--- config.mk ---
export PLATFORM = sky130hd
export DESIGN_NAME = amc_config_port
export DESIGN_NICKNAME = d
export VERILOG_FILES = /design/src/logic/amc_pkg.sv /design/src/logic/amc_sync.sv /design/src/logic/amc_config_port.sv
export SDC_FILE = /design/constraint.sdc
export NUM_CORES = 1
export LEC_CHECK = 0
export ABC_CLOCK_PERIOD_IN_PS = 2400
export BUFFER_PORTS_ARGS = -buffer_cell sky130_fd_sc_hd__buf_2
export CAP_MARGIN = 40
export CORE_ASPECT_RATIO = 0.75
export CORE_MARGIN = 1
export CORE_UTILIZATION = 45
export DETAILED_ROUTE_END_ITERATION = 10
export PLACE_DENSITY = 0.66
export SETUP_SLACK_MARGIN = 0.05
export SYNTH_ARGS = -nofsm -noshare
export SYNTH_HDL_FRONTEND = slang
export SYNTH_SLANG_ARGS = --single-unit
--- constraint.sdc ---
create_clock -name clock -period 2.4 [get_ports clock]
set_input_delay 0.12 -clock clock [delete_from_list [all_inputs] [get_ports clock]]
set_output_delay 0.12 -clock clock [all_outputs]
set_load 0.1 [all_outputs]
--- src/logic/amc_pkg.sv ---
// Purpose: shared constants and types of the mode configuration port
// Assumes: 125 MHz system clock, synchronous active-high reset
// Notes: register offsets are register indices on the serial link
package amc_pkg;
    localparam int WORD_BITS = 16;
    localparam int ADDR_BITS = 7;
    localparam int DATA_BITS = 8;
    localparam logic [6:0] SOFT_RESET_CONTROL_ADDR = 7'h00;
    localparam logic [6:0] POWER_DOWN_ADDR = 7'h01;
    localparam logic [6:0] TIMING_ADDR = 7'h02;
    localparam logic [6:0] OUTPUT_ADDR = 7'h03;
    localparam logic [6:0] FORMAT_ADDR = 7'h04;
    localparam int RESET_BIT = 7;
    localparam int SLEEP_BIT = 3;
    localparam int DCS_BIT = 0;
    localparam int CURRENT_BIT = 0;
    localparam logic [7:0] MODE_RESET = 8'h00;
    // synchroniser reset value: cs_n idles high, so reset opens no false frame
    localparam logic [3:0] PINS_IDLE = 4'h4;
    localparam logic [4:0] ADDR_DONE_COUNT = 5'h07;
    localparam logic [4:0] WORD_DONE_COUNT = 5'h0F;
    localparam logic [4:0] FIRST_SHIFT_COUNT = 5'h09;
    localparam logic [4:0] LAST_SHIFT_COUNT = 5'h0F;

    typedef struct packed {
        logic [7:0] power_down;
        logic [7:0] timing;
        logic [7:0] output_ctl;
        logic [7:0] format;
    } amc_modes_t;

    typedef struct packed {
        logic interface_select;
        logic cs_n;
        logic sck;
        logic sdi;
    } amc_pins_t;
endpackage

--- src/logic/amc_sync.sv ---
// Purpose: two-stage synchroniser for pins from outside the clock domain
// Assumes: inputs are slow compared with the clock
// Notes: first stage feeds only the second stage
`timescale 1ns/1ps
`default_nettype none
module amc_sync #(
    parameter int WIDTH = 4,
    parameter logic [WIDTH-1:0] RESET_VALUE = '0
) (
    input wire logic clock,
    input wire logic reset,
    input wire logic [WIDTH-1:0] async_in,
    output logic [WIDTH-1:0] sync_out
);
    logic [WIDTH-1:0] meta;

    always_ff @(posedge clock) begin
        if (reset) begin
            meta <= RESET_VALUE;
            sync_out <= RESET_VALUE;
        end else begin
            meta <= async_in;
            sync_out <= meta;
        end
    end
endmodule
`default_nettype wire

--- src/logic/amc_config_port.sv ---
// Purpose: mode configuration port, parallel straps or four-wire serial
// Assumes: serial clock well below the system clock (125 ns bench period)
// Notes: pins pass through amc_sync; all outputs are flip-flops
`timescale 1ns/1ps
`default_nettype none
module amc_config_port
    import amc_pkg::*;
(
    input wire logic clock,
    input wire logic reset,
    input wire logic interface_select,
    input wire logic cs_n,
    input wire logic sck,
    input wire logic sdi,
    output logic sdo_out,
    output logic sdo_oe,
    output logic dcs_on,
    output logic sleep_on,
    output logic lvds_half_current,
    output amc_modes_t modes
);
    typedef enum logic [1:0] {ST_IDLE, ST_SHIFT, ST_HOLD} amc_state_t;

    amc_pins_t pins_raw;
    amc_pins_t pins;
    amc_state_t state;
    logic sck_d;
    logic [4:0] count;
    logic [14:0] shreg;
    logic [7:0] rd_data;
    logic reading;
    logic reset_trig;
    logic sck_rise;
    logic sck_fall;
    logic cs_active;
    logic word_done;
    logic addr_done;
    logic [15:0] next_word;
    logic wr_en;
    logic [7:0] next_rd;

    assign pins_raw = '{interface_select: interface_select, cs_n: cs_n, sck: sck, sdi: sdi};

    amc_sync #(.WIDTH(4), .RESET_VALUE(PINS_IDLE)) u_sync (
        .clock(clock),
        .reset(reset),
        .async_in(pins_raw),
        .sync_out(pins)
    );

    // serial port only when interface select is grounded
    assign cs_active = !pins.interface_select && !pins.cs_n;
    assign sck_rise = pins.sck && !sck_d;
    assign sck_fall = !pins.sck && sck_d;
    assign next_word = {shreg, pins.sdi};
    assign addr_done = cs_active && sck_rise && state == ST_SHIFT && count == ADDR_DONE_COUNT;
    assign word_done = cs_active && sck_rise && state == ST_SHIFT && count == WORD_DONE_COUNT;
    // flag first, seven address bits, eight data bits
    assign wr_en = word_done && !next_word[15];

    // register 00h reads as zero: it is write-only
    always_comb begin
        unique case (next_word[6:0])
            POWER_DOWN_ADDR: next_rd = modes.power_down;
            TIMING_ADDR: next_rd = modes.timing;
            OUTPUT_ADDR: next_rd = modes.output_ctl;
            FORMAT_ADDR: next_rd = modes.format;
            default: next_rd = MODE_RESET;
        endcase
    end

    always_ff @(posedge clock) begin
        if (reset) begin
            sck_d <= 1'b0;
        end else begin
            sck_d <= pins.sck;
        end
    end

    always_ff @(posedge clock) begin
        if (reset) begin
            state <= ST_IDLE;
            count <= 5'h00;
            shreg <= 15'h0000;
        end else if (!cs_active) begin
            state <= ST_IDLE;
            count <= 5'h00;
        end else begin
            unique case (state)
                ST_IDLE: begin
                    state <= ST_SHIFT;
                    count <= 5'h00;
                    // an edge in the select cycle itself still counts
                    if (sck_rise) begin
                        shreg <= next_word[14:0];
                        count <= 5'h01;
                    end
                end
                ST_SHIFT: begin
                    if (sck_rise) begin
                        shreg <= next_word[14:0];
                        count <= count + 5'h01;
                        if (count == WORD_DONE_COUNT) begin
                            state <= ST_HOLD;
                        end
                    end
                end
                ST_HOLD: begin
                    state <= ST_HOLD;
                end
            endcase
        end
    end

    // read shifter: D7 appears after edge eight, moves on falling edges
    always_ff @(posedge clock) begin
        if (reset) begin
            reading <= 1'b0;
            rd_data <= 8'hFF;
            sdo_oe <= 1'b0;
        end else if (!cs_active) begin
            reading <= 1'b0;
            rd_data <= 8'hFF;
            sdo_oe <= 1'b0;
        end else if (addr_done) begin
            reading <= next_word[7];
            rd_data <= next_word[7] ? next_rd : 8'hFF;
            sdo_oe <= next_word[7] && !next_rd[7];
        end else if (reading && sck_fall && count >= FIRST_SHIFT_COUNT
                     && count <= LAST_SHIFT_COUNT) begin
            rd_data <= {rd_data[6:0], 1'b1};
            sdo_oe <= !rd_data[6];
        end
    end

    // the pin never drives high; the pull-up gives the one
    always_ff @(posedge clock) begin
        if (reset) begin
            sdo_out <= 1'b0;
        end else begin
            sdo_out <= 1'b0;
        end
    end

    // trigger lives one cycle, then clears with the registers
    always_ff @(posedge clock) begin
        if (reset) begin
            reset_trig <= 1'b0;
        end else if (reset_trig) begin
            reset_trig <= 1'b0;
        end else if (wr_en && next_word[14:8] == SOFT_RESET_CONTROL_ADDR) begin
            reset_trig <= next_word[RESET_BIT];
        end
    end

    always_ff @(posedge clock) begin
        if (reset || reset_trig) begin
            modes <= '{MODE_RESET, MODE_RESET, MODE_RESET, MODE_RESET};
        end else if (wr_en) begin
            unique case (next_word[14:8])
                POWER_DOWN_ADDR: modes.power_down <= next_word[7:0];
                TIMING_ADDR: modes.timing <= next_word[7:0];
                OUTPUT_ADDR: modes.output_ctl <= next_word[7:0];
                FORMAT_ADDR: modes.format <= next_word[7:0];
                default: modes <= modes;
            endcase
        end
    end

    // straps are followed live; serial mode takes the register fields
    always_ff @(posedge clock) begin
        if (reset) begin
            dcs_on <= 1'b0;
            sleep_on <= 1'b0;
            lvds_half_current <= 1'b0;
        end else if (pins.interface_select) begin
            dcs_on <= pins.cs_n;
            sleep_on <= pins.sck;
            lvds_half_current <= pins.sdi;
        end else begin
            dcs_on <= modes.timing[DCS_BIT];
            sleep_on <= modes.power_down[SLEEP_BIT];
            lvds_half_current <= modes.output_ctl[CURRENT_BIT];
        end
    end
endmodule
`default_nettype wire

# After elaboration in Yosys (flattened, before gate mapping)
# Cells that the tools add are included.
# W data, S select, Z words.
# totals
input_bits,6
ff_bits,76
# op_classes
addsub,1
order_cmp,2
reduce_logical,35
n_eq_ne,14
muxes,15
n_bitwise,2
# op_table
cell,n
$pmux W8 S4,1
$eq A7 B2 Y1 const B,4
$mux W7,3
$eq A7 B1 Y1 const B,2
$eq A7 B3 Y1 const B,2
$logic_and A1 B1 Y1,13
$reduce_and A2 Y1,6
$pmux W5 S2,1
$logic_not A1 Y1,7
$logic_not A7 Y1,1
$mux W1,6
$pmux W2 S3,1
$add A5 B1 Y5 const B,1
$eq A5 B3 Y1 const B,1
$eq A5 B4 Y1 const B,1
$ge A5 B4 Y1 const B,1
$le A5 B4 Y1 const B,1
$mux W5,1
$mux W2,2
$reduce_bool A2 Y1,2
$reduce_or A2 Y1,2
$reduce_and A3 Y1,1
$reduce_or A3 Y1,1
$eq A2 B1 Y1 const B,1
other kinds (6),7

# Longest topological paths before layout
# Gate-level depths: netlist of run 1.
# depth
depth_word,9
depth_mapped,9
mapped_depth_nobuf,7

# Hierarchy
# A second synthesis of run 1 with hierarchy kept.
# unflattened
hier_cells,395
hier_area_um2,3457.1
# by_module_without_submodules
mod,cells_per_inst,area_each_um2,instances
amc_config_port,379,3246.9,1
amc_sync,16,210.2,1

# Least setup slack after synthesis of run 1
# OpenSTA, ideal clock, no wires.
# synth_path
kind,register to register
start,reg count[0]
end,reg modes[27] in the netlist's numbering
period_less_slack_ps,2101
setup_ps,122
t_required_ps,2278
arrival_time_ps,1979
path_slack_ps,299
path_stages_with_launch,9
n_path_buf,1
cell_sequence,dfxtp_1 > ha_1 > and3_1 > ha_1 > and2b_1 > nand4_4 > or4b_4 > buf_6 > mux2i_1
# synth_via
elab_chain_len,4
# synth_lines
element,line,text
start: declaration,amc_config_port.sv:28,logic [4:0] count;
start signal: assignment,amc_config_port.sv:102,count <= count + 5'h01;
$eq A5 B4 Y1,amc_config_port.sv:57,assign word_done = cs_active && sck_rise && state == ST_SHIFT && count == WORD_DONE_COUNT;
$logic_and A1 B1 Y1,amc_config_port.sv:57,
$logic_and A1 B1 Y1,amc_config_port.sv:59,assign wr_en = word_done && !next_word[15];
$reduce_and A2 Y1 (no line),n/a,
end signal: assignment,amc_config_port.sv:158,"modes <= '{MODE_RESET, MODE_RESET, MODE_RESET, MODE_RESET};"
end signal: assignment,amc_config_port.sv:165,default: modes <= modes;
end: declaration,amc_config_port.sv:20,output amc_modes_t modes
# No other way between the ends.
# A chain may end at the register's enable or synchronous reset.

# Final worst setup path of run 1
# layout_path
start,reg count[0]
end,reg modes[25] in the netlist's numbering
# The elaborated chain is that of the path after synthesis.

==> results of run 1 <==
report_power, final:
part | switching [W] | leakage, nW | internal (W) | total [W]
clock | 0.000470 | 0.0873 | 0.000473 | 0.000943
sequential | 0.00000674 | 0.616 | 0.00127 | 0.00127
combinational | 0.0000442 | 0.819 | 0.0000195 | 0.0000637
per-stage QoR:
step / power, W / setup WS (ns) / hold slack (ns)
2_1_floorplan: 0.00135 / 0.299 / 0.224
3_3_place_gp: 0.00136 / 0.184 / 0.303
3_5_place_dp: 0.00136 / 0.0751 / 0.304
4_1_cts: 0.00231 / 0.0561 / 0.195
5_1_grt: 0.00236 / 0.0467 / 0.237
6_report: 0.00228 / 0.184 / 0.211
cell type report:
type,instances,area (um^2)
fill,685,3390
clock inverter,6,66.3
timing repair buffer,56,328
tap,101,126
multi-input combinational,277,1750
clock buffer,9,124
inverter,6,22.5
sequential,76,1530
routing by layer:
layer,up-vias,GRT usage (%),wire length (um)
li1,1447,-,-
met1,1361,30.3,3900
met2,100,31.1,3540
met3,13,5.47,556
met4,0,7.00,113
met5,-,0,0
worst max-delay path by stage:
stage          slack (ns)   endpoint  startpoint  depth (start not counted)
6_report             0.18  modes[25]    count[0]                          7
5_1_grt              0.05     sdo_oe    state[1]                          6
4_1_cts              0.06  modes[25]    count[0]                          7
3_5_place_dp         0.08  modes[25]    count[0]                          7
3_3_place_gp         0.18  modes[26]    count[0]                          7
2_1_floorplan        0.30  modes[27]    count[0]                          8
cells in the mapped netlist, types with 2 or more instances:
cell type	instances
sky130_fd_sc_hd__a2bb2oi_1	3
sky130_fd_sc_hd__nand2_1	68
sky130_fd_sc_hd__ha_1	5
sky130_fd_sc_hd__a221o_1	6
sky130_fd_sc_hd__nor3_1	2
sky130_fd_sc_hd__and3_1	2
sky130_fd_sc_hd__or2_2	5
sky130_fd_sc_hd__clkbuf_1	19
sky130_fd_sc_hd__mux2i_1	28
sky130_fd_sc_hd__nor3b_1	2
sky130_fd_sc_hd__dfxtp_1	76
sky130_fd_sc_hd__a21oi_1	29
sky130_fd_sc_hd__o311ai_0	2
sky130_fd_sc_hd__buf_2	4
sky130_fd_sc_hd__nor2b_1	10
sky130_fd_sc_hd__buf_1	4
sky130_fd_sc_hd__a311oi_1	2
sky130_fd_sc_hd__mux2_2	8
sky130_fd_sc_hd__nor2_1	14
sky130_fd_sc_hd__and4_1	2
sky130_fd_sc_hd__o21ai_0	11
sky130_fd_sc_hd__a31oi_1	2
sky130_fd_sc_hd__nand4_1	7
sky130_fd_sc_hd__or4_1	2
sky130_fd_sc_hd__o31ai_1	7
sky130_fd_sc_hd__and3b_1	3
sky130_fd_sc_hd__inv_1	6
sky130_fd_sc_hd__nand3_1	38
worst max-delay path, delay by kind of cell, from the launching register on:
family                   cells  cell delay (ns)
AND/OR/NAND/NOR              4             1.15
flip-flops                   1             0.39
multiplexers                 1             0.16
adder cells (fa/ha/maj)      2             0.39
state kept, by name (all words and copies together) (netlist names), 2 cells and up:
name,count
shreg,15
rd_data,7
modes,32
state,2
count,5
u_sync.meta,4
u_sync.sync_out,4
repair_timing:
item                                   CTS  global route
gates resized for setup                  0             6
setup buffers                            0             4
endpoints found under the hold margin    4             0
setup endpoints to repair                0            22
hold buffers                             4             0
kinds of logic (layout without fill, tap and decap cells):
logic type               after synthesis  count (layout)
flip-flops                            76              76
adder cells (fa/ha/maj)                5               5
other                                  1               1
AO/OA/AOI/OAI                         66              66
multiplexers                          36              36
buffers and inverters                 36              77
AND/OR/NAND/NOR                      169             169
==> run summary, run 1 <==
DIE
-------------------------------------------------------------------------------------
Floorplan die height                                                          77.3 um
Number of ports placed on the die boundary                                         43
Die Footprint                                                            0.00792 mm^2
Core area                                                                0.00733 mm^2
Number of cell rows                                                                27
Starting density of the core                                                    46.4%
Die Width                                                                      102 um

YOSYS
-------------------------------------------------------------------------------------
Top area cells in the synthesized netlist                                sky130_fd_sc_hd__dfxtp_1 (45%), sky130_fd_sc_hd__mux2i_1 (8.2%), sky130_fd_sc_hd__nand2_1 (7.5%), sky130_fd_sc_hd__nand3_1 (5.6%), sky130_fd_sc_hd__a21oi_1 (4.3%)
Library cell occupying the most area in the post-synthesis netlist       sky130_fd_sc_hd__dfxtp_1
Proportion of synthesized area in mux cells                                     10.9%
Post-Syn Nets                                                                     400
Area of the mapped netlist                                               0.00340 mm^2
Seq/Total Area, Yosys                                                           44.7%
Share of the synthesized area in compound gates (AO/OA/AOI/OAI)                 12.4%
Dominant combinational cell family by area after synthesis               simple AND/OR/NAND/NOR gates
Mean instance size in the synthesized netlist                               8.75 um^2
Most used DFF post-synth                                                 sky130_fd_sc_hd__dfxtp_1
Number of synthesized flops with an enable pin                                      0
Synth Area in Adders                                                            1.84%
Parity-gate share of the synthesized area counting xor and xnor cells              0%
Gate Count Post-Synth                                                             389
Async S/R FF share, synth                                                          0%
Top cell type's share of synthesized area                                       44.7%
Total of flip-flops plus latches after synthesis                                   76
Simple-Gate Fraction of Synth Area                                              25.6%
Count of warnings emitted by yosys                                                  0
Count of different cell masters after synthesis                                    50

STA
-------------------------------------------------------------------------------------
RSZ-0062 raised after global routing                                            false
Final worst clock skew                                                     0.00695 ns
Total setup violations reported at the end of the flow                              0
Final worst path period share                                                   92.3%
F_max                                                                         451 MHz
Measured slew at the worst slew-check pin                                    0.660 ns
Sum of negative setup slack                                                      0 ns
Minimum clock period after layout                                             2.22 ns
Number of max-slew violations in the final report                                   0
Total count of hold-check failures in the final report                              0
Remaining max-slew budget at the tightest pin                                   55.9%

PLACEMENT
-------------------------------------------------------------------------------------
Post-placement cell count                                                         508
Placement-stage cell area                                                0.00367 mm^2
Routability Congestion                                                          0.844
DP HPWL                                                                       5870 um
Quantity of I/O buffers inserted on ports                                          41

GLOBAL ROUTING
-------------------------------------------------------------------------------------
Vias in the first global route                                                   2631
Antenna violations before repair                                                    0
All-layer global routing usage                                                  21.3%
First-pass GRT wire length                                                   13000 um
Pin count of the biggest net entering global routing                               34
GR Overflow Total                                                                   0

FINAL LAYOUT
-------------------------------------------------------------------------------------
Most frequent standard cell in the layout excluding fill and tap cells   sky130_fd_sc_hd__dfxtp_1
End-of-flow core utilization                                                    53.8%
Leading cell types in the layout, fill and taps excluded                 sky130_fd_sc_hd__dfxtp_1 (74), sky130_fd_sc_hd__nand2_1 (68), sky130_fd_sc_hd__buf_2 (41)
Diodes inserted                                                                     0
Post-route non-filler standard cell count                                         531
Signed area change from the synthesized netlist to the final layout             15.9%
Fraction of final layout cells sized beyond drive strength 1                    21.9%
Fin area                                                                 0.00394 mm^2
Layout net count                                                                  437

WORST SETUP PATH
-------------------------------------------------------------------------------------
Register-to-Register Path Depth                                                     7
Max Fanout on Critical Path                                                         8
Launching point of the worst reg2reg path                                    count[0]
Delay of the slowest cell on the worst path                                   0.68 ns
Critical Path Sink Type                                                          flop
Cells along the critical path                                            ha_2 > and3_1 > ha_2 > and2b_2 > nand4_4 > or4b_4 > mux2i_1
Sort of element at the start of the critical path                                flop
Max stage delay cell, worst path                                         sky130_fd_sc_hd__or4b_4
Flop2flop setup slack                                                         0.18 ns
Critical path's most frequent cell                                       sky130_fd_sc_hd__ha_2
Worst flop-to-flop path endpoint                                            modes[25]
Start-to-end type of the worst setup path                                flop to flop
CP required                                                                   2.64 ns
Arrival time of the worst setup path                                          2.45 ns

ROUTING
-------------------------------------------------------------------------------------
Routed wire length                                                            8110 um
First-pass DRT Iterations                                                           5
WL/cell                                                                       15.3 um
Number of vias per cell                                                          5.50
DRC violation count after routing                                                   0
Count of routing violations after the opening detailed-route iteration            244
Via Count                                                                        2921
Antenna Violating Nets Remaining                                                    0

POWER AND IR DROP
-------------------------------------------------------------------------------------
Leak                                                                          1.52 nW
Power Density                                                             578 mW/mm^2
Largest vdd supply drop                                                      0.456 mV

WORST HOLD PATH
-------------------------------------------------------------------------------------
Cells on Worst Hold Path                                                            2
Worst hold path class                                                    input port to flop
Worst min-delay path endpoint                                            u_sync.sync_out[1]
Hold_sp                                                                         reset

CLOCKING
-------------------------------------------------------------------------------------
Number of buffers inserted during clock tree synthesis                              9
Maximum clock insertion buffer count                                                2
Clock root cell                                                          sky130_fd_sc_hd__clkbuf_8
Clock-pin slew on the worst setup and hold paths                              0.08 ns
Clock latency at the later pin of the worst-skew pair                         0.35 ns
H-tree depth                                                                        3
Clock tree from TritonCTS                                                         yes
Count of clock tree sinks                                                          76

RUN STATUS
-------------------------------------------------------------------------------------
Outcome                                                                  complete, no violations

JOB
-------------------------------------------------------------------------------------
Count of max-cap constraint violations                                              0

(Power assumes the default switching activity.)
==> inputs of run 2 (changes only) <==
Settings changed: ABC_AREA set to 1, HOLD_SLACK_MARGIN set to 0.12, PLACE_DENSITY 0.66 to 0.65, SYNTH_HIERARCHICAL set to 1.
==> run summary, run 2 <==
DIE
-------------------------------------------------------------------------------------
Die Width                                                                      105 um   +2.2%
Core area                                                                0.00750 mm^2   +2.3%
Number of cell rows                                                                27   unchanged
Floorplan die height                                                          79.0 um   +2.2%
Starting density of the core                                                    47.4%   +1.0 points
Number of ports placed on the die boundary                                         43   unchanged
Die Footprint                                                            0.00827 mm^2   +4.5%

WORST SETUP PATH
-------------------------------------------------------------------------------------
Sort of element at the start of the critical path                                flop
Max stage delay cell, worst path                                         sky130_fd_sc_hd__dfxtp_1
CP required                                                                   2.66 ns   +0.02 ns
Arrival time of the worst setup path                                          2.23 ns   -0.22 ns
Buf+Inv Stages, Crit Path                                                           1   +1
Register-to-Register Path Depth                                                     9   +2
Delay of the slowest cell on the worst path                                   0.46 ns   -0.22 ns
Critical Path Sink Type                                                          flop
Cell family with the largest share of critical-path delay                simple AND/OR/NAND/NOR gates
Cells along the critical path                                            ha_1 > nand2_1 > nor2_1 > ha_1 > nand3_4 > inv_4 > nand2_4 > o21ai_0 > nor2_1
Max Fanout on Critical Path                                                        17   +9
Start-to-end type of the worst setup path                                flop to flop
Stages on the worst setup path                                                      9   +2

STA
-------------------------------------------------------------------------------------
Final worst path period share                                                   82.1%   -10 points
Sum of negative setup slack                                                      0 ns   unchanged
Total count of hold-check failures in the final report                              0   unchanged
F_max                                                                         507 MHz   +12%
RSZ-0062 raised after global routing                                            false
Total setup violations reported at the end of the flow                              0   unchanged
Measured slew at the worst slew-check pin                                    0.589 ns   -0.0713 ns
Remaining max-slew budget at the tightest pin                                   60.6%   +4.7 points
Number of max-slew violations in the final report                                   0   unchanged
Final worst clock skew                                                     0.00760 ns   +0.000645 ns
Minimum clock period after layout                                             1.97 ns   -0.245 ns

GLOBAL ROUTING
-------------------------------------------------------------------------------------
Antenna violations before repair                                                    0   unchanged
Pin count of the biggest net entering global routing                               34   unchanged
First-pass GRT wire length                                                   14000 um   +7.8%
All-layer global routing usage                                                  21.8%   +0.44 points
Vias in the first global route                                                   2830   +7.6%
GR Overflow Total                                                                   0   unchanged

ROUTING
-------------------------------------------------------------------------------------
First-pass DRT Iterations                                                           5   unchanged
Met3 wire length                                                               559 um   +0.54%
Wire length on met2                                                           3470 um   -2.1%
WL/cell                                                                       12.8 um   -16%
Routed wire length                                                            8420 um   +3.8%
Count of routing violations after the opening detailed-route iteration            184   -25%
Via Count                                                                        3237   +11%
DRC violation count after routing                                                   0   unchanged
Top Metal Used                                                                   met4
Met1 WL                                                                       4250 um   +9.0%
Antenna Violating Nets Remaining                                                    0   unchanged
Number of vias per cell                                                          4.93   -10%

FINAL LAYOUT
-------------------------------------------------------------------------------------
End-of-flow core utilization                                                    54.0%   +0.24 points
Largest register by flop count                                                  modes
Fraction of final layout cells sized beyond drive strength 1                    14.6%   -7.3 points
Biggest regs                                                             modes: 32 flops, shreg: 15 flops, rd_data: 7 flops
Filler Cell Count                                                                 761   +11%
Diodes inserted                                                                     0   unchanged
Leading cell types in the layout, fill and taps excluded                 sky130_fd_sc_hd__nand2_1 (111), sky130_fd_sc_hd__nor2_1 (111), sky130_fd_sc_hd__dfxtp_1 (76)
Max reg flops                                                                      32   unchanged
Signed area change from the synthesized netlist to the final layout             13.9%
Layout net count                                                                  562   +29%

POWER AND IR DROP
-------------------------------------------------------------------------------------
Total power                                                                 0.00231 W   +1.3%
Power Density                                                             570 mW/mm^2   -1.4%
Leak                                                                          1.99 nW   +31%
Largest vdd supply drop                                                      0.347 mV   -24%

YOSYS
-------------------------------------------------------------------------------------
Number of synthesized flops with an enable pin                                      0   unchanged
Post-Syn Nets                                                                     519   +30%
Mean instance size in the synthesized netlist                               7.00 um^2   -20%
Most used DFF post-synth                                                 sky130_fd_sc_hd__dfxtp_1
Count of warnings emitted by yosys                                                  6   +6
Async S/R FF share, synth                                                          0%   unchanged
Gate Count Post-Synth                                                             508   +31%
Count of different cell masters after synthesis                                    33   -34%
Seq/Total Area, Yosys                                                           42.8%   -2.0 points
Most common library cells after synthesis                                sky130_fd_sc_hd__nand2_1 (111), sky130_fd_sc_hd__nor2_1 (111), sky130_fd_sc_hd__dfxtp_1 (76)
Library cell occupying the most area in the post-synthesis netlist       sky130_fd_sc_hd__dfxtp_1
Area of the mapped netlist                                               0.00356 mm^2   +4.6%
Top area cells in the synthesized netlist                                sky130_fd_sc_hd__dfxtp_1 (43%), sky130_fd_sc_hd__nand2_1 (12%), sky130_fd_sc_hd__nor2_1 (12%), sky130_fd_sc_hd__nand3_1 (8.9%), sky130_fd_sc_hd__inv_1 (5.7%)
Total of flip-flops plus latches after synthesis                                   76   unchanged
Top cell type's share of synthesized area                                       42.8%   -2.0 points

WORST HOLD PATH
-------------------------------------------------------------------------------------
Worst hold path class                                                    input port to flop
Cells on Worst Hold Path                                                            2   unchanged

CLOCKING
-------------------------------------------------------------------------------------
Clock-pin slew on the worst setup and hold paths                              0.08 ns   about the same
Maximum clock insertion buffer count                                                2   unchanged
H-tree depth                                                                        3   unchanged
Cts repair resizes                                                                  0   unchanged
Clock root cell                                                          sky130_fd_sc_hd__clkbuf_8
Number of buffers inserted during clock tree synthesis                              9   unchanged
Clock latency at the later pin of the worst-skew pair                         0.36 ns   about the same
Clock tree from TritonCTS                                                         yes
Number of post-CTS setup repair buffers                                             0   unchanged
Count of clock tree sinks                                                          76   unchanged
Count of hold buffers inserted by post-cts repair                                   4   unchanged

JOB
-------------------------------------------------------------------------------------
Count of max-cap constraint violations                                              0   unchanged

PLACEMENT
-------------------------------------------------------------------------------------
Routability Congestion                                                          0.804   -4.7%
Quantity of I/O buffers inserted on ports                                          41   unchanged
DP HPWL                                                                       6160 um   +4.9%

RUN STATUS
-------------------------------------------------------------------------------------
Outcome                                                                  complete, no violations

run 2: per-stage QoR:
| step | area (um^2) | setup WS, ns | hold WS [ns] | instances |
|---|---|---|---|---|
| global placement | 3820 | 0.585 | 0.299 | 637 |
| floorplan | 3560 | 0.748 | 0.191 | 508 |
| detailed placement | 3820 | 0.485 | 0.304 | 637 |
| finish | 4050 | 0.429 | 0.198 | 657 |
| global route | 4050 | 0.266 | 0.215 | 657 |
| CTS | 4050 | 0.475 | 0.183 | 657 |
run 2: cell type report:
| class | instances | area [um^2] | area share, % |
|---|---|---|---|
| Multi-Input combinational cell | 358 | 1730 | 42.6 |
| Inverter | 59 | 231 | 5.71 |
| Clock inverter | 5 | 35.0 | 0.865 |
| Sequential cell | 76 | 1520 | 37.6 |
| Clock buffer | 11 | 151 | 3.74 |
| Tap cell | 101 | 126 | 3.12 |
| Timing Repair Buffer | 47 | 260 | 6.42 |
run 2: worst paths after layout:
kind	startpoint	end	slack [ns]
setup / recovery	count[0]	modes[7]	0.43
hold / removal	reset	u_sync/sync_out[0]	0.20
setup reg to reg	count[0]	modes[7]	0.43
hold reg to reg	u_sync/meta[0]	u_sync/sync_out[0]	0.41
run 2: metal layers:
| layer | up-vias | global-route usage [%] |
|---|---|---|
| li1 | 1700 | - |
| met1 | 1412 | 30.7 |
| met2 | 113 | 31.5 |
| met3 | 12 | 6.32 |
| met4 | 0 | 7.61 |
| met5 | - | 0 |
run 2: worst register-to-register path, stage by stage (launching register included):
cell,delay (ns)
sky130_fd_sc_hd__dfxtp_1,0.46
sky130_fd_sc_hd__ha_1,0.21
sky130_fd_sc_hd__nand2_1,0.07
sky130_fd_sc_hd__nor2_1,0.11
sky130_fd_sc_hd__ha_1,0.26
sky130_fd_sc_hd__nand3_4,0.19
sky130_fd_sc_hd__inv_4,0.21
sky130_fd_sc_hd__nand2_4,0.11
sky130_fd_sc_hd__o21ai_0,0.20
sky130_fd_sc_hd__nor2_1,0.06
run 2: kinds of logic after synthesis:
logic type      count (synthesis)  share of synthesized area (%)
buf+inv                        74                           8.86
compound gates                 44                           7.56
fa+ha+maj                       5                           1.76
other cells                     1                          0.105
simple gates                  308                           38.9
flops                          76                           42.8
run 2: power breakdown:
| group | internal (W) | switching (W) |
|---|---|---|
| clock | 0.000434 | 0.000493 |
| sequential | 0.00127 | 0.00000836 |
| combinational | 0.0000275 | 0.0000764 |
==> inputs of run 3 (changes only) <==
Settings changed: ABC_CLOCK_PERIOD_IN_PS 2400 to 1900.
Clock period 2.4 ns to 1.9 ns, I/O delays scaled along.
==> run summary, run 3 (synthesized netlist as in run 2, its figures left out) <==
FINAL LAYOUT
-------------------------------------------------------------------------------------
Max reg flops                                                                      32   unchanged
Signed area change from the synthesized netlist to the final layout             18.2%
Filler Cell Count                                                                 755   -0.79%
Leading cell types in the layout, fill and taps excluded                 sky130_fd_sc_hd__nor2_1 (111), sky130_fd_sc_hd__nand2_1 (110), sky130_fd_sc_hd__dfxtp_1 (76)
Most frequent standard cell in the layout excluding fill and tap cells   sky130_fd_sc_hd__nor2_1
Biggest regs                                                             modes: 32 flops, shreg: 15 flops, rd_data: 7 flops
Layout net count                                                                  575   +2.3%
Diodes inserted                                                                     0   unchanged
Post-route non-filler standard cell count                                         670   +2.0%
Largest register by flop count                                                  modes
Fraction of final layout cells sized beyond drive strength 1                    15.8%   +1.2 points

ROUTING
-------------------------------------------------------------------------------------
WL/cell                                                                       13.0 um   +1.7%
Count of routing violations after the opening detailed-route iteration            200   +8.7%
DRC violation count after routing                                                   0   unchanged
First-pass DRT Iterations                                                           5   unchanged
Via Count                                                                        3323   +2.7%
Routed wire length                                                            8740 um   +3.8%
Antenna Violating Nets Remaining                                                    0   unchanged
Number of vias per cell                                                          4.96   +0.66%

POWER AND IR DROP
-------------------------------------------------------------------------------------
Largest vdd supply drop                                                      0.415 mV   +19%
Leak                                                                          2.08 nW   +4.8%
Power Density                                                             737 mW/mm^2   +29%

DIE
-------------------------------------------------------------------------------------
Number of cell rows                                                                27   unchanged
Floorplan die height                                                          79.0 um   unchanged
Core area                                                                0.00750 mm^2   unchanged
Number of ports placed on the die boundary                                         43   unchanged
Die Footprint                                                            0.00827 mm^2   unchanged
Die Width                                                                      105 um   unchanged
Starting density of the core                                                    47.4%   unchanged

CLOCKING
-------------------------------------------------------------------------------------
Number of buffers inserted during clock tree synthesis                              9   unchanged
Clock-pin slew on the worst setup and hold paths                              0.08 ns   about the same
Clock latency at the later pin of the worst-skew pair                         0.36 ns   about the same
Count of clock tree sinks                                                          76   unchanged
Maximum clock insertion buffer count                                                2   unchanged
Clock tree from TritonCTS                                                         yes
H-tree depth                                                                        3   unchanged
Clock root cell                                                          sky130_fd_sc_hd__clkbuf_8

STA
-------------------------------------------------------------------------------------
Total setup violations reported at the end of the flow                              0   unchanged
F_max                                                                         580 MHz   +14%
Worst hold slack across all endpoints                                        0.405 ns   +0.207 ns
Total count of hold-check failures in the final report                              0   unchanged
Number of max-slew violations in the final report                                   0   unchanged
Sum of negative setup slack                                                      0 ns   unchanged
Remaining max-slew budget at the tightest pin                                   62.9%   +2.3 points
RSZ-0062 raised after global routing                                             true
Measured slew at the worst slew-check pin                                    0.554 ns   -0.0341 ns
Final worst clock skew                                                      0.0140 ns   +0.00636 ns
Final worst path period share                                                   90.8%   +8.6 points
Minimum clock period after layout                                             1.72 ns   -0.247 ns

WORST SETUP PATH
-------------------------------------------------------------------------------------
Sort of element at the start of the critical path                                flop
Start-to-end type of the worst setup path                                flop to flop
Max Fanout on Critical Path                                                        17   unchanged
Arrival time of the worst setup path                                          1.97 ns   -0.26 ns
CP required                                                                   2.15 ns   -0.51 ns
Critical Path Sink Type                                                          flop

GLOBAL ROUTING
-------------------------------------------------------------------------------------
Antenna violations before repair                                                    0   unchanged
Met2 global-route usage                                                         34.6%   +3.0 points
Most used routing layer in global routing                                        met2
GRT met1 Usage                                                                  30.6%   -0.095 points
All-layer global routing usage                                                  22.6%   +0.78 points
GR Overflow Total                                                                   0   unchanged
Met3 Usage GRT                                                                  5.58%   -0.74 points
First-pass GRT wire length                                                   14400 um   +3.4%
Pin count of the biggest net entering global routing                               34   unchanged
Vias in the first global route                                                   3064   +8.3%

JOB
-------------------------------------------------------------------------------------
Count of max-cap constraint violations                                              0   unchanged

WORST HOLD PATH
-------------------------------------------------------------------------------------
Worst hold path class                                                    flop to flop

PLACEMENT
-------------------------------------------------------------------------------------
Quantity of I/O buffers inserted on ports                                          41   unchanged
Post-placement cell count                                                         646   +1.4%
DP HPWL                                                                       6440 um   +4.6%
Routability Congestion                                                          0.866   +7.7%

RUN STATUS
-------------------------------------------------------------------------------------
Outcome                                                                  complete, no violations

==> run 3: changes by cell type in the layout (fill, tap and decap cells not counted), moves of 2 or more <==
cell / change
sky130_fd_sc_hd__clkbuf_8: -2
sky130_fd_sc_hd__dlygate4sd3_1: +3
sky130_fd_sc_hd__buf_4: +9
sky130_fd_sc_hd__clkbuf_1: +3
sky130_fd_sc_hd__bufinv_16: +2
==> run 3: metal layers <==
layer	routed length (um)	part of all wire, %	vias up
met3	556	6.4	14
li1	-	-	1729
met2	3740	43	99
met5	0	0	-
met1	4300	49	1481
met4	142	1.6	0
==> run 3: report_power, final <==
part	switching (W)	internal, W	leakage (nW)
clock	0.000597	0.000742	0.105
combinational	0.0000997	0.0000438	1.36
sequential	0.0000103	0.00161	0.615
total	0.000707	0.00239	2.08
==> run 3: path summary, 6_finish.rpt <==
check	from	slack, ns	to	cells past startpoint
max	count[0]	0.18	modes[0]	9
min	u_sync/meta[1]	0.40	u_sync/sync_out[1]	2
max reg2reg	count[0]	0.18	modes[0]	9
min reg2reg	u_sync/meta[1]	0.40	u_sync/sync_out[1]	2
==> run 3: stage by stage <==
step / setup WS, ns / power [W] / area (um^2) / util [%]
CTS: 0.105 / 0.00312 / 4170 / 55.6
detailed placement: 0.111 / 0.00178 / 3890 / 51.9
finish: 0.176 / 0.00310 / 4200 / 56.1
global route: 0.0257 / 0.00320 / 4200 / 56.1
floorplan: 0.248 / 0.00175 / 3560 / -
global placement: 0.226 / 0.00178 / 3890 / 51.9
==> run 3: cell type report <==
cell class                 count  area (um^2)  area share, %
inverter                      59          234           5.57
multi-input combinational    358         1740           41.3
timing repair buffer          60          378           8.99
clock inverter                 4         73.8           1.76
sequential                    76         1520           36.2
tap                          101          126           3.01
clock buffer                  12          135           3.21
==> run 3: timing repair <==
item	CTS	global route
gates resized for setup	0	4
hold buffers	7	0
endpoints found under the hold margin	9	0
endpoints found under the setup margin	0	23
setup buffers	0	1
==> run 3: critical path: stages (launching register included) <==
cell	delay, ns
sky130_fd_sc_hd__dfxtp_1	0.34
sky130_fd_sc_hd__ha_1	0.17
sky130_fd_sc_hd__nand2_1	0.07
sky130_fd_sc_hd__nor2_1	0.10
sky130_fd_sc_hd__ha_2	0.23
sky130_fd_sc_hd__nand3_4	0.18
sky130_fd_sc_hd__inv_6	0.18
sky130_fd_sc_hd__nand2_4	0.10
sky130_fd_sc_hd__o21ai_0	0.19
sky130_fd_sc_hd__nor2_1	0.06
